[config.mk]
export PLATFORM = sky130hd
export DESIGN_NAME = switch_detect_ctrl
export DESIGN_NICKNAME = d
export VERILOG_FILES = /design/src/rtl/switch_detect_pkg.sv /design/src/rtl/switch_detect_ctrl.sv /design/src/rtl/bit_sync.sv
export SDC_FILE = /design/constraint.sdc
export NUM_CORES = 1
export LEC_CHECK = 0
export ABC_AREA = 0
export BUFFER_PORTS_ARGS = -buffer_cell sky130_fd_sc_hd__buf_2
export CORE_MARGIN = 3
export CORE_UTILIZATION = 55
export DETAILED_ROUTE_END_ITERATION = 16
export HOLD_SLACK_MARGIN = 0.03
export PLACE_DENSITY = 0.77
export RECOVER_POWER = 50
export SYNTH_ARGS = -nofsm -noshare
export SYNTH_HDL_FRONTEND = slang
export SYNTH_SLANG_ARGS = --single-unit
[constraint.sdc]
create_clock -name sys_clk_in -period 7.9 [get_ports sys_clk_in]
set_clock_uncertainty 0.1 [all_clocks]
set_input_delay 0.79 -clock sys_clk_in [delete_from_list [all_inputs] [get_ports sys_clk_in]]
set_output_delay 0.79 -clock sys_clk_in [all_outputs]
set_load 0.01 [all_outputs]
[src/rtl/switch_detect_pkg.sv]
// constants, field layouts and types shared by the switch detection control logic
package switch_detect_pkg;

  // ----------------------------------------------------------------
  // input counts and serial word geometry
  // ----------------------------------------------------------------
  localparam int PROG_COUNT = 8;
  localparam int GROUND_COUNT = 14;
  localparam int SWITCH_COUNT = PROG_COUNT + GROUND_COUNT;
  localparam int XFER_BITS = 24;
  localparam int CNT_BITS = 6;
  localparam logic [CNT_BITS-1:0] CNT_MAX = 6'h3f;

  // ----------------------------------------------------------------
  // command word fields
  // ----------------------------------------------------------------
  localparam int OPCODE_LSB = 16;
  localparam int OPCODE_BITS = 8;
  localparam int ANALOG_SEL_LSB = 0;
  localparam int ANALOG_SEL_BITS = 5;
  localparam int ANALOG_CUR_LSB = 5;
  localparam int ANALOG_CUR_BITS = 2;

  // ----------------------------------------------------------------
  // command opcodes
  // ----------------------------------------------------------------
  localparam logic [7:0] OP_POLARITY = 8'h01;
  localparam logic [7:0] OP_WAKE_PROG = 8'h02;
  localparam logic [7:0] OP_WAKE_GND = 8'h03;
  localparam logic [7:0] OP_WET_PROG = 8'h04;
  localparam logic [7:0] OP_WET_GND = 8'h05;
  localparam logic [7:0] OP_TIMER_PROG = 8'h07;
  localparam logic [7:0] OP_TIMER_GND = 8'h08;
  localparam logic [7:0] OP_TRI_PROG = 8'h09;
  localparam logic [7:0] OP_TRI_GND = 8'h0a;
  localparam logic [7:0] OP_ANALOG = 8'h0b;
  localparam logic [7:0] OP_CALIBRATE = 8'h0c;
  localparam logic [7:0] OP_RESET = 8'h7f;

  // ----------------------------------------------------------------
  // response word fields
  // ----------------------------------------------------------------
  localparam int RSP_THERMAL_BIT = 23;
  localparam int RSP_INT_BIT = 22;

  // ----------------------------------------------------------------
  // settle time of the comparator synchronisers after reset
  // ----------------------------------------------------------------
  localparam logic [1:0] SETTLE_DONE = 2'h3;

  // ----------------------------------------------------------------
  // types
  // ----------------------------------------------------------------
  typedef enum logic {MODE_NORMAL, MODE_SLEEP} mode_type;

  typedef struct packed {
    logic [PROG_COUNT-1:0] polarity;
    logic [SWITCH_COUNT-1:0] wake_en;
    logic [SWITCH_COUNT-1:0] wet_high;
    logic [SWITCH_COUNT-1:0] timer_en;
    logic [SWITCH_COUNT-1:0] tristate;
    logic [ANALOG_SEL_BITS-1:0] analog_sel;
    logic [ANALOG_CUR_BITS-1:0] analog_cur;
  } config_type;

  localparam config_type CONFIG_RESET = '{
    polarity: 8'hff,
    wake_en: 22'h3fffff,
    wet_high: 22'h3fffff,
    timer_en: 22'h3fffff,
    tristate: 22'h3fffff,
    analog_sel: 5'h00,
    analog_cur: 2'h0
  };

  typedef struct packed {
    mode_type mode;
    config_type cfg;
    logic [XFER_BITS-1:0] shreg;
    logic [CNT_BITS-1:0] bit_cnt;
    logic in_xfer;
    logic cmd_ok;
    logic int_drive;
    logic change_in_cs;
    logic [SWITCH_COUNT-1:0] prev_closed;
    logic [1:0] settle;
    logic cs_n_prev;
    logic sclk_prev;
    logic int_n_prev;
    logic wake_n_prev;
    logic timer_prev;
    logic so;
    logic so_oe_n;
    logic int_oe_n;
    logic wake_oe_n;
    logic calib_pulse;
    logic pin_low;
  } state_type;

endpackage

[src/rtl/switch_detect_ctrl.sv]
// serial link, interrupt, wake and mode control of the switch detection interface
//
// What this block does
// - normal mode: enabled switch change pulls interrupt
// - chip select fall captures interrupt into flag
// - flag shows only this device's own interrupt
// - chip select rise releases interrupt unless changed
// - sleep: interrupt line fall wakes, wake high
// - wake line low in normal, released sleeping
// - sleep: wake fall wakes, gated by interrupt
// - programmable inputs: polarity sets closed meaning
// - ground inputs: low means closed
// - response always carries switches, interrupt, thermal
// - chip select fall loads switch states
// - transfer is twenty-four clocks, or forty-eight chained, master supplies
// - supply loss keeps mode, sleep persists
// - no supply: ignore serial, chip select, interrupt
// - reset and reset command load defaults
// - listed events all enter normal mode
// - commands apply only normal with supply
// - twelve command kinds are decoded
// - polarity command: low byte sets battery/ground
// - closed reads one whatever polarity; rewritable
// - command takes effect at chip select rise
// - sample on clock fall, drive on rise, MSB first
`timescale 1ns/1ns
`default_nettype none
module switch_detect_ctrl
  import switch_detect_pkg::*;
#(
  parameter int MAX_CHAIN = 2
) (
  // clock and reset
  input wire logic sys_clk_in,
  input wire logic rst_n_in,
  // serial link pins
  input wire logic cs_n_in,
  input wire logic sclk_in,
  input wire logic si_in,
  output logic so_out,
  output logic so_oe_n_out,
  // open-drain interrupt line
  input wire logic int_n_in,
  output logic int_out,
  output logic int_oe_n_out,
  // open-drain wake line
  input wire logic wake_n_in,
  output logic wake_out,
  output logic wake_oe_n_out,
  // supply and status levels
  input wire logic logic_supply_in,
  input wire logic thermal_flag_in,
  input wire logic int_timer_expired_in,
  input wire logic enter_sleep_in,
  // comparator results, high means above the threshold
  input wire logic [PROG_COUNT-1:0] programmable_inputs_in,
  input wire logic [GROUND_COUNT-1:0] ground_only_inputs_in,
  // settings and mode toward the analog section
  output config_type cfg_out,
  output mode_type mode_out,
  output logic calib_pulse_out
);

  // ----------------------------------------------------------------
  // parameter check
  // ----------------------------------------------------------------
  if (MAX_CHAIN < 1 || MAX_CHAIN > 2) begin : g_bad_chain
    $error("MAX_CHAIN must be 1 or 2");
  end

  localparam int SYNC_BITS = 8 + SWITCH_COUNT;
  localparam logic [SYNC_BITS-1:0] SYNC_INIT = {1'b1, 1'b0, 1'b0, 1'b1, 1'b1, 1'b0, 1'b0, 1'b0,
                                                {SWITCH_COUNT{1'b0}}};
  localparam logic [CNT_BITS-1:0] ONE_XFER = CNT_BITS'(XFER_BITS);
  localparam logic [CNT_BITS-1:0] TWO_XFER = CNT_BITS'(2 * XFER_BITS);

  // ----------------------------------------------------------------
  // reset release and input synchronisers
  // ----------------------------------------------------------------
  logic rst_sync_n;
  logic [SYNC_BITS-1:0] sync_vec;
  logic cs_n_s;
  logic sclk_s;
  logic si_s;
  logic int_n_s;
  logic wake_n_s;
  logic supply_s;
  logic thermal_s;
  logic timer_s;
  logic [PROG_COUNT-1:0] prog_s;
  logic [GROUND_COUNT-1:0] gnd_s;

  // asynchronous assertion, release after two edges
  bit_sync #(
    .WIDTH(1),
    .INIT(1'b0)
  ) u_rst_sync (
    .clk_in(sys_clk_in),
    .rst_n_in(rst_n_in),
    .async_in(1'b1),
    .sync_out(rst_sync_n)
  );

  // every pin but enter_sleep_in and every comparator level passes two flops
  bit_sync #(
    .WIDTH(SYNC_BITS),
    .INIT(SYNC_INIT)
  ) u_pin_sync (
    .clk_in(sys_clk_in),
    .rst_n_in(rst_sync_n),
    .async_in({cs_n_in, sclk_in, si_in, int_n_in, wake_n_in, logic_supply_in, thermal_flag_in,
               int_timer_expired_in, ground_only_inputs_in, programmable_inputs_in}),
    .sync_out(sync_vec)
  );

  // unpack the synchronised levels
  assign {cs_n_s, sclk_s, si_s, int_n_s, wake_n_s, supply_s, thermal_s, timer_s, gnd_s, prog_s} = sync_vec;

  // ----------------------------------------------------------------
  // command decode
  // ----------------------------------------------------------------
  // returns the settings after one received command word
  function automatic config_type apply_cmd(input config_type c, input logic [XFER_BITS-1:0] w);
    config_type r;
    logic [OPCODE_BITS-1:0] op;
    r = c;
    op = w[OPCODE_LSB +: OPCODE_BITS];
    case (op)
      OP_POLARITY: begin
        r.polarity = w[PROG_COUNT-1:0];
      end
      OP_WAKE_PROG: begin
        r.wake_en[PROG_COUNT-1:0] = w[PROG_COUNT-1:0];
      end
      OP_WAKE_GND: begin
        r.wake_en[SWITCH_COUNT-1:PROG_COUNT] = w[GROUND_COUNT-1:0];
      end
      OP_WET_PROG: begin
        r.wet_high[PROG_COUNT-1:0] = w[PROG_COUNT-1:0];
      end
      OP_WET_GND: begin
        r.wet_high[SWITCH_COUNT-1:PROG_COUNT] = w[GROUND_COUNT-1:0];
      end
      OP_TIMER_PROG: begin
        r.timer_en[PROG_COUNT-1:0] = w[PROG_COUNT-1:0];
      end
      OP_TIMER_GND: begin
        r.timer_en[SWITCH_COUNT-1:PROG_COUNT] = w[GROUND_COUNT-1:0];
      end
      OP_TRI_PROG: begin
        r.tristate[PROG_COUNT-1:0] = w[PROG_COUNT-1:0];
      end
      OP_TRI_GND: begin
        r.tristate[SWITCH_COUNT-1:PROG_COUNT] = w[GROUND_COUNT-1:0];
      end
      OP_ANALOG: begin
        r.analog_sel = w[ANALOG_SEL_LSB +: ANALOG_SEL_BITS];
        r.analog_cur = w[ANALOG_CUR_LSB +: ANALOG_CUR_BITS];
      end
      OP_RESET: begin
        r = CONFIG_RESET;
      end
      default: begin
        r = c;
      end
    endcase
    return r;
  endfunction

  // ----------------------------------------------------------------
  // switch interpretation
  // ----------------------------------------------------------------
  state_type st_q;
  state_type st_d;
  logic [SWITCH_COUNT-1:0] closed;

  // closed switches read as one for both input types
  always_comb begin
    closed[PROG_COUNT-1:0] = ~(prog_s ^ st_q.cfg.polarity);
    closed[SWITCH_COUNT-1:PROG_COUNT] = ~gnd_s;
  end

  // ----------------------------------------------------------------
  // state update
  // ----------------------------------------------------------------
  logic [SWITCH_COUNT-1:0] change;
  logic any_change;
  logic cs_fall;
  logic cs_rise;
  logic sclk_rise;
  logic sclk_fall;
  logic wake_fall;
  logic int_fall;
  logic timer_rise;
  logic count_ok;

  // edge detection on the synchronised pins
  always_comb begin
    cs_fall = st_q.cs_n_prev & ~cs_n_s & supply_s;
    cs_rise = ~st_q.cs_n_prev & cs_n_s & st_q.in_xfer;
    sclk_rise = ~st_q.sclk_prev & sclk_s & st_q.in_xfer & ~cs_n_s;
    sclk_fall = st_q.sclk_prev & ~sclk_s & st_q.in_xfer & ~cs_n_s;
    wake_fall = st_q.wake_n_prev & ~wake_n_s;
    int_fall = st_q.int_n_prev & ~int_n_s;
    timer_rise = ~st_q.timer_prev & timer_s;
    change = (st_q.settle == SETTLE_DONE) ? ((closed ^ st_q.prev_closed) & st_q.cfg.wake_en) : '0;
    any_change = |change;
    count_ok = (st_q.bit_cnt == ONE_XFER) || ((MAX_CHAIN > 1) && (st_q.bit_cnt == TWO_XFER));
  end

  // next state of the whole block
  always_comb begin
    st_d = st_q;
    st_d.calib_pulse = 1'b0;
    st_d.cs_n_prev = cs_n_s;
    st_d.sclk_prev = sclk_s;
    st_d.int_n_prev = int_n_s;
    st_d.wake_n_prev = wake_n_s;
    st_d.timer_prev = timer_s;
    st_d.prev_closed = closed;
    if (st_q.settle != SETTLE_DONE) begin
      st_d.settle = st_q.settle + 2'h1;
    end

    // start of a transfer: load switches, flags and own interrupt
    if (cs_fall) begin
      st_d.in_xfer = 1'b1;
      st_d.cmd_ok = (st_q.mode == MODE_NORMAL);
      st_d.shreg = {XFER_BITS{1'b0}};
      st_d.shreg[SWITCH_COUNT-1:0] = closed;
      st_d.shreg[RSP_INT_BIT] = st_q.int_drive;
      st_d.shreg[RSP_THERMAL_BIT] = thermal_s;
      st_d.bit_cnt = '0;
      st_d.change_in_cs = 1'b0;
      st_d.so = 1'b0;
      st_d.so_oe_n = 1'b0;
    end

    // drive on the clock rise, sample on the clock fall
    if (sclk_rise) begin
      st_d.so = st_q.shreg[XFER_BITS-1];
    end
    if (sclk_fall) begin
      st_d.shreg = {st_q.shreg[XFER_BITS-2:0], si_s};
      if (st_q.bit_cnt != CNT_MAX) begin
        st_d.bit_cnt = st_q.bit_cnt + 6'h01;
      end
    end

    // end of a transfer: act on the command and release the interrupt
    if (cs_rise) begin
      st_d.in_xfer = 1'b0;
      st_d.so = 1'b0;
      st_d.so_oe_n = 1'b1;
      if (st_q.cmd_ok && (st_q.mode == MODE_NORMAL) && supply_s && count_ok) begin
        st_d.cfg = apply_cmd(st_q.cfg, st_q.shreg);
        if (st_q.shreg[OPCODE_LSB +: OPCODE_BITS] == OP_CALIBRATE) begin
          st_d.calib_pulse = 1'b1;
        end
      end
      if (!st_q.change_in_cs) begin
        st_d.int_drive = 1'b0;
      end
    end

    // losing the supply ends any transfer; mode is left alone
    if (st_q.in_xfer && !supply_s && !cs_rise) begin
      st_d.in_xfer = 1'b0;
      st_d.so = 1'b0;
      st_d.so_oe_n = 1'b1;
    end

    // wake-up sources while asleep
    if (st_q.mode == MODE_SLEEP) begin
      if (wake_fall && (!supply_s || int_n_s)) begin
        st_d.mode = MODE_NORMAL;
      end
      if (int_fall && supply_s && wake_n_s) begin
        st_d.mode = MODE_NORMAL;
      end
      if (cs_fall || timer_rise || any_change) begin
        st_d.mode = MODE_NORMAL;
      end
    end else if (enter_sleep_in && !st_q.in_xfer && !cs_fall) begin
      st_d.mode = MODE_SLEEP;
      st_d.int_drive = 1'b0;
    end

    // a change always sets, winning over a release in the same cycle
    if (any_change) begin
      st_d.int_drive = 1'b1;
      if (st_q.in_xfer && !cs_rise) begin
        st_d.change_in_cs = 1'b1;
      end
    end

    // open-drain enables follow the new state
    st_d.int_oe_n = ~st_d.int_drive;
    st_d.wake_oe_n = (st_d.mode == MODE_SLEEP);
  end

  // ----------------------------------------------------------------
  // registers
  // ----------------------------------------------------------------
  // power-on state: normal mode with default settings
  always_ff @(posedge sys_clk_in or negedge rst_sync_n) begin
    if (!rst_sync_n) begin
      st_q <= '0;
      st_q.mode <= MODE_NORMAL;
      st_q.cfg <= CONFIG_RESET;
      st_q.cs_n_prev <= 1'b1;
      st_q.int_n_prev <= 1'b1;
      st_q.wake_n_prev <= 1'b1;
      st_q.so_oe_n <= 1'b1;
      st_q.int_oe_n <= 1'b1;
      st_q.wake_oe_n <= 1'b0;
    end else begin
      st_q <= st_d;
    end
  end

  // ----------------------------------------------------------------
  // outputs
  // ----------------------------------------------------------------
  // every output is a state flop
  assign so_out = st_q.so;
  assign so_oe_n_out = st_q.so_oe_n;
  assign int_out = st_q.pin_low;
  assign int_oe_n_out = st_q.int_oe_n;
  assign wake_out = st_q.pin_low;
  assign wake_oe_n_out = st_q.wake_oe_n;
  assign cfg_out = st_q.cfg;
  assign mode_out = st_q.mode;
  assign calib_pulse_out = st_q.calib_pulse;

endmodule
`default_nettype wire

[src/rtl/bit_sync.sv]
// two flip-flop synchroniser for a group of asynchronous levels
`timescale 1ns/1ns
`default_nettype none
module bit_sync #(
  parameter int WIDTH = 1,
  parameter logic [WIDTH-1:0] INIT = '0
) (
  // clock and reset
  input wire logic clk_in,
  input wire logic rst_n_in,
  // levels
  input wire logic [WIDTH-1:0] async_in,
  output logic [WIDTH-1:0] sync_out
);

  typedef struct packed {
    logic [WIDTH-1:0] meta;
    logic [WIDTH-1:0] held;
  } sync_state_type;

  sync_state_type st_q;
  sync_state_type st_d;

  // ----------------------------------------------------------------
  // width check
  // ----------------------------------------------------------------
  if (WIDTH < 1) begin : g_bad_width
    $error("bit_sync needs at least one bit");
  end

  // first stage feeds only the second stage
  always_comb begin
    st_d.meta = async_in;
    st_d.held = st_q.meta;
  end

  // both stages
  always_ff @(posedge clk_in or negedge rst_n_in) begin
    if (!rst_n_in) begin
      st_q <= {INIT, INIT};
    end else begin
      st_q <= st_d;
    end
  end

  assign sync_out = st_q.held;

endmodule
`default_nettype wire

Word level (Yosys, flattened, before mapping)
Index checks and enable logic that the tools add are counted.
{ "word_totals": {"in_bits": 33, "out_inout_bits": 111, "regBits": 233} }
{ "classes": {"bitwise_logic": 27, "n_eq_ne": 17, "add_sub_neg": 2, "muxes": 35, "n_reduce_logical": 43} }
{ "ops": {"columns": ["op", "count"], "rows": [
  ["14-bit case mux with 2 select lines", 4],
  ["8-bit case mux with 2 select lines", 5],
  ["8-bit by 4-bit == test with 1-bit output (second input constant)", 5],
  ["32-bit 2-to-1 mux", 1],
  ["30-bit 2-to-1 mux", 1],
  ["3-bit AND reduction", 10],
  ["8-bit by 3-bit == test with 1-bit output (second input constant)", 3],
  ["22-bit AND", 1],
  ["22-bit 2-to-1 mux", 1],
  ["2-bit nonzero test", 11],
  ["22-bit OR reduction", 1],
  ["22-bit bitwise XOR", 1],
  ["1-bit 2-to-1 mux", 17],
  ["8-bit by 2-bit == test with 1-bit output (second input constant)", 2],
  ["14-bit NOT", 1],
  ["7-bit case mux with 2 select lines", 1],
  ["1-bit AND", 13],
  ["1-bit logical AND", 11],
  ["1-bit NOT", 9],
  ["8-bit by 1-bit == test with 1-bit output (second input constant)", 1],
  ["8-bit by 7-bit == test with 1-bit output (second input constant)", 1],
  ["2-bit 2-to-1 mux", 4],
  ["8-bit NOT", 1],
  ["8-bit bitwise XOR", 1],
  ["12 further kinds", 18]
]} }

Logic depth before layout (Yosys ltp)
{ "logic_depth": {"word_depth": 9, "ltp_mapped": 10, "ltp_nobuf": 8} }

Cells and area by module
A second synthesis with hierarchy kept.
{ "unflattened": {"hier_cells": 940, "area_unflattened_um2": 9824.4} }
{ "modules_own_cells": {"columns": ["module", "area_each_um2", "cells_per_inst", "n_inst", "seq_area_each_um2"], "rows": [
  ["switch_detect_ctrl", 8265.4, 878, 1, 4405.5],
  ["bit_sync (u_pin_sync)", 1508.9, 60, 1, 1508.9],
  ["bit_sync (u_rst_sync)", 50.0, 2, 1, 50.0]
]} }

Worst setup path after synthesis
OpenSTA, ideal clock, no wires.
{ "synth_path": {"kind": "flip-flop to flip-flop", "start": "register u_pin_sync.st_q (netlist bit u_pin_sync.sync_out[29])", "end": "register st_q (netlist bit cfg_out[88])", "required_ns": 7.702, "setup_slack_ns": 5.844, "t_arrival_ns": 1.859, "synth_period_minus_slack_ns": 2.056, "path_stages_with_launch": 8, "path_cell_list": "dfstp_2 > nand2b_1 > nor2_1 > nand3_1 > buf_4 > nor4_4 > buf_2 > a21oi_1"} }
{ "synth_via": {"elab_chain_len": 3} }
{ "synth_lines": {"columns": ["element", "line", "rtl"], "rows": [
  ["start, declared", "bit_sync.sv:21", "sync_state_type st_q;"],
  ["start signal, assigned", "bit_sync.sv:40", "st_q <= {INIT, INIT};"],
  ["start signal, assigned", "bit_sync.sv:42", "st_q <= st_d;"],
  ["1-bit AND (2 in series)", "switch_detect_ctrl.sv:200", "cs_rise = ~st_q.cs_n_prev & cs_n_s & st_q.in_xfer;"],
  ["3-bit AND reduction (no source line)", null, null],
  ["end signal, assigned", "switch_detect_ctrl.sv:318", "st_q <= st_d;"],
  ["end, declared", "switch_detect_ctrl.sv:173", "state_type st_q;"]
]} }
No other way between the ends.
A chain may end at the register's enable or synchronous reset.

Worst setup path after layout
{ "layout_path": {"start": "register u_pin_sync.st_q (netlist bit u_pin_sync.sync_out[29])", "end": "register st_q (netlist bit cfg_out[85])"} }
The elaborated chain is that of the path after synthesis.

==> flow_summary.json <==
{
  "hold_class": "register to register",
  "post-cts-setup-buffers": 0,
  "final_nets": 917,
  "clk_latency_ns": 0.50,
  "critPathArrivalTime_ns": 3.71,
  "io_buffers": 141,
  "drc_errors": 0,
  "antennaDiodeCount": 0,
  "vias_per_cell": 5.48,
  "grt_max_degree": 198,
  "start_kind": "register",
  "max_stage_delay_ns": 1.22,
  "first_pass_iters": 5,
  "path_clk_slew_ns": 0.06,
  "wl_met1_microns": 8500,
  "critical_path_class": "register to register",
  "initial_core_util_pct": 57.2,
  "powerDensity_nw_per_um2": 249,
  "dp_slack_ns": 4.54,
  "cp.buffers_inverters": 0,
  "h-tree-depth": 1,
  "synth_cell_types": 43,
  "die_area_sq_um": 19100,
  "num-fill-cells": 1349,
  "fin_setup_tns_ns": 0,
  "clockBufferDepth": 3,
  "num_rows": 47,
  "die_h_microns": 138,
  "clock-root-buffer": "clkbuf_16",
  "synth_edf_count": 0,
  "ys_ff_latch": 233,
  "fin_area_sq_um": 10500,
  "ctsResizeCount": 0,
  "die_width_microns": 138,
  "tightest_slew_ns": 1.41,
  "synthCells": 856,
  "cts_buffers": 24,
  "top_layer": "met4",
  "mostFrequentLayoutCell": "buf_2",
  "post_drt_wl_per_cell_microns": 17.6,
  "synth_flop_cell": "dfrtp_1",
  "status": "complete, no violations",
  "min_period_ns": 3.38,
  "worst-path-max-fanout": 28,
  "p_leak_nw": 4.80,
  "core_area_sq_um": 16800,
  "placed_area_sq_um": 9660,
  "met2_length_microns": 9390,
  "cp_slowest_cell": "nor4_4",
  "setup_viol": 0,
  "gr-usage-all-layers_pct": 20.4,
  "timing.critical_path.to_type": "register",
  "drive_above_1_share_pct": 32.9,
  "wl_met3_microns": 1220,
  "routabilityCongestion": 0.815,
  "synth-seq-area-share_pct": 62.0,
  "synth.avg_cell_area_sq_um": 11.2,
  "ioPinCount": 144,
  "clock_sinks": 233,
  "rsz0062_at_grt": "false",
  "synthArstFlopShare_pct": 100,
  "routed_wl_microns": 19700,
  "cp_data_required_time_ns": 8.22,
  "yosysWarnings": 0,
  "ir_worst_vdd_mv": 0.180,
  "multi_input_area_sq_um": 2600,
  "crit_chain": "nand2b_1, nor2_1, nand3_1, nor4_4, nor3_1, a21oi_1",
  "finalHoldViolCount": 0,
  "fin_ws_ns": 4.52,
  "most-common-layout-cells": "buf_2, dfrtp_1, a21oi_1",
  "syn_area_sq_um": 9620,
  "grt_pass1_wl_microns": 32100,
  "drv_slew": 0,
  "crit_family": "simple AND/OR/NAND/NOR gates",
  "drtIter0Drc": 421,
  "post-dp-hpwl_microns": 12700,
  "antenna_found_initial": 0,
  "max_slew_margin_pct": 6.33,
  "maxCapViolCount": 0,
  "tritoncts": "yes",
  "fmax_mhz": 295,
  "overflow": 0,
  "via_count": 6129,
  "grt_pass1_vias": 6079,
  "fin_crit_sh_pct": 42.8,
  "register_area_sq_um": 5960,
  "ant_nets": 0,
  "syn_to_final_growth_pct": 9.03
}
==> path summary, 6_finish.rpt <==
check,startpoint,endpoint,slack (ns),cells after the start
max,u_pin_sync.sync_out[29],cfg_out[85],4.52,6
min reg2reg,u_pin_sync.st_d[3],u_pin_sync.sync_out[3],0.24,0
max in group asynchronous,u_rst_sync.sync_out,st_q[17],5.62,1
min,u_pin_sync.st_d[3],u_pin_sync.sync_out[3],0.24,0
min in group asynchronous,u_rst_sync.sync_out,u_pin_sync.st_d[15],0.49,0
max reg2reg,u_pin_sync.sync_out[29],cfg_out[85],4.52,6
==> registers in the layout (all words and copies together) (netlist names) <==
| name | count |
|---|---|
| u_pin_sync.sync_out | 30 |
| wake_oe_n_out | 1 |
| u_rst_sync.st_d | 1 |
| st_q | 63 |
| so_oe_n_out | 1 |
| int_oe_n_out | 1 |
| u_rst_sync.sync_out | 1 |
| u_pin_sync.st_d | 30 |
| so_out | 1 |
| calib_pulse_out | 1 |
| cfg_out | 103 |
==> power breakdown <==
part	switching [mW]	leakage (nW)	internal [mW]
sequential	0.0574	2.62	1.25
combinational	0.119	1.78	0.0494
clock	0.439	0.403	0.691
==> metal layers <==
| layer | global-route usage (%) | vias up |
|---|---|---|
| met5 | 0 | - |
| met2 | 33.1 | 218 |
| met3 | 3.63 | 49 |
| li1 | - | 2872 |
| met4 | 7.33 | 0 |
| met1 | 28.0 | 2990 |
==> synth_stat cells (8+ instances only) <==
cell      number  share of area, %
nand2_1       47               1.8
xor2_1         8              0.73
nand3_1        8              0.42
a21oi_1      124               6.5
xnor2_1       24               2.2
buf_4        108               8.4
inv_1         20              0.78
dfstp_2      107                29
nor3_1        97               5.0
o21ai_0       34               1.8
clkbuf_1      15              0.59
buf_2         21               1.1
mux2i_1       10               1.0
dfrtp_1      126                33
a22oi_1        9              0.70
nor2_1        44               1.7
==> cell families (layout without fill, tap and decap cells) <==
group           after synthesis  after routing  synth area share [%]
compound gates              180            180                  10.0
xor+xnor                     32             32                  2.91
fa+ha+maj                     3              3                 0.390
buf+inv                     169            211                  11.3
flops                       233            233                  62.0
mux                          11             11                  1.16
other cells                   2              3                0.0781
simple gates                226            226                  12.2
==> stage by stage <==
step,power (mW),util [%],hold slack [ns],instances
final,2.61,62.3,0.244,1119
after CTS,2.64,62.3,0.205,1119
after global placement,1.49,57.4,0.189,1074
after detailed placement,1.49,57.4,0.197,1074
after global routing,2.71,62.3,0.251,1119
after floorplan,1.42,-,0.231,857
==> repair_timing <==
| item | CTS | global route |
|---|---|---|
| hold endpoints to repair | 2 | 0 |
| hold buffers | 1 | 0 |
| setup endpoints to repair | 0 | 0 |
==> layout make-up <==
type                    count  share of cell area (%)
clock buffers              36                    6.84
inverters                  20                   0.716
multi-input cells         455                    24.8
well taps                 220                    2.63
flip-flops and latches    233                    56.9
repair buffers            147                    7.29
clock inverters             8                   0.859
Note: power is estimated with default switching activity, not from simulation.
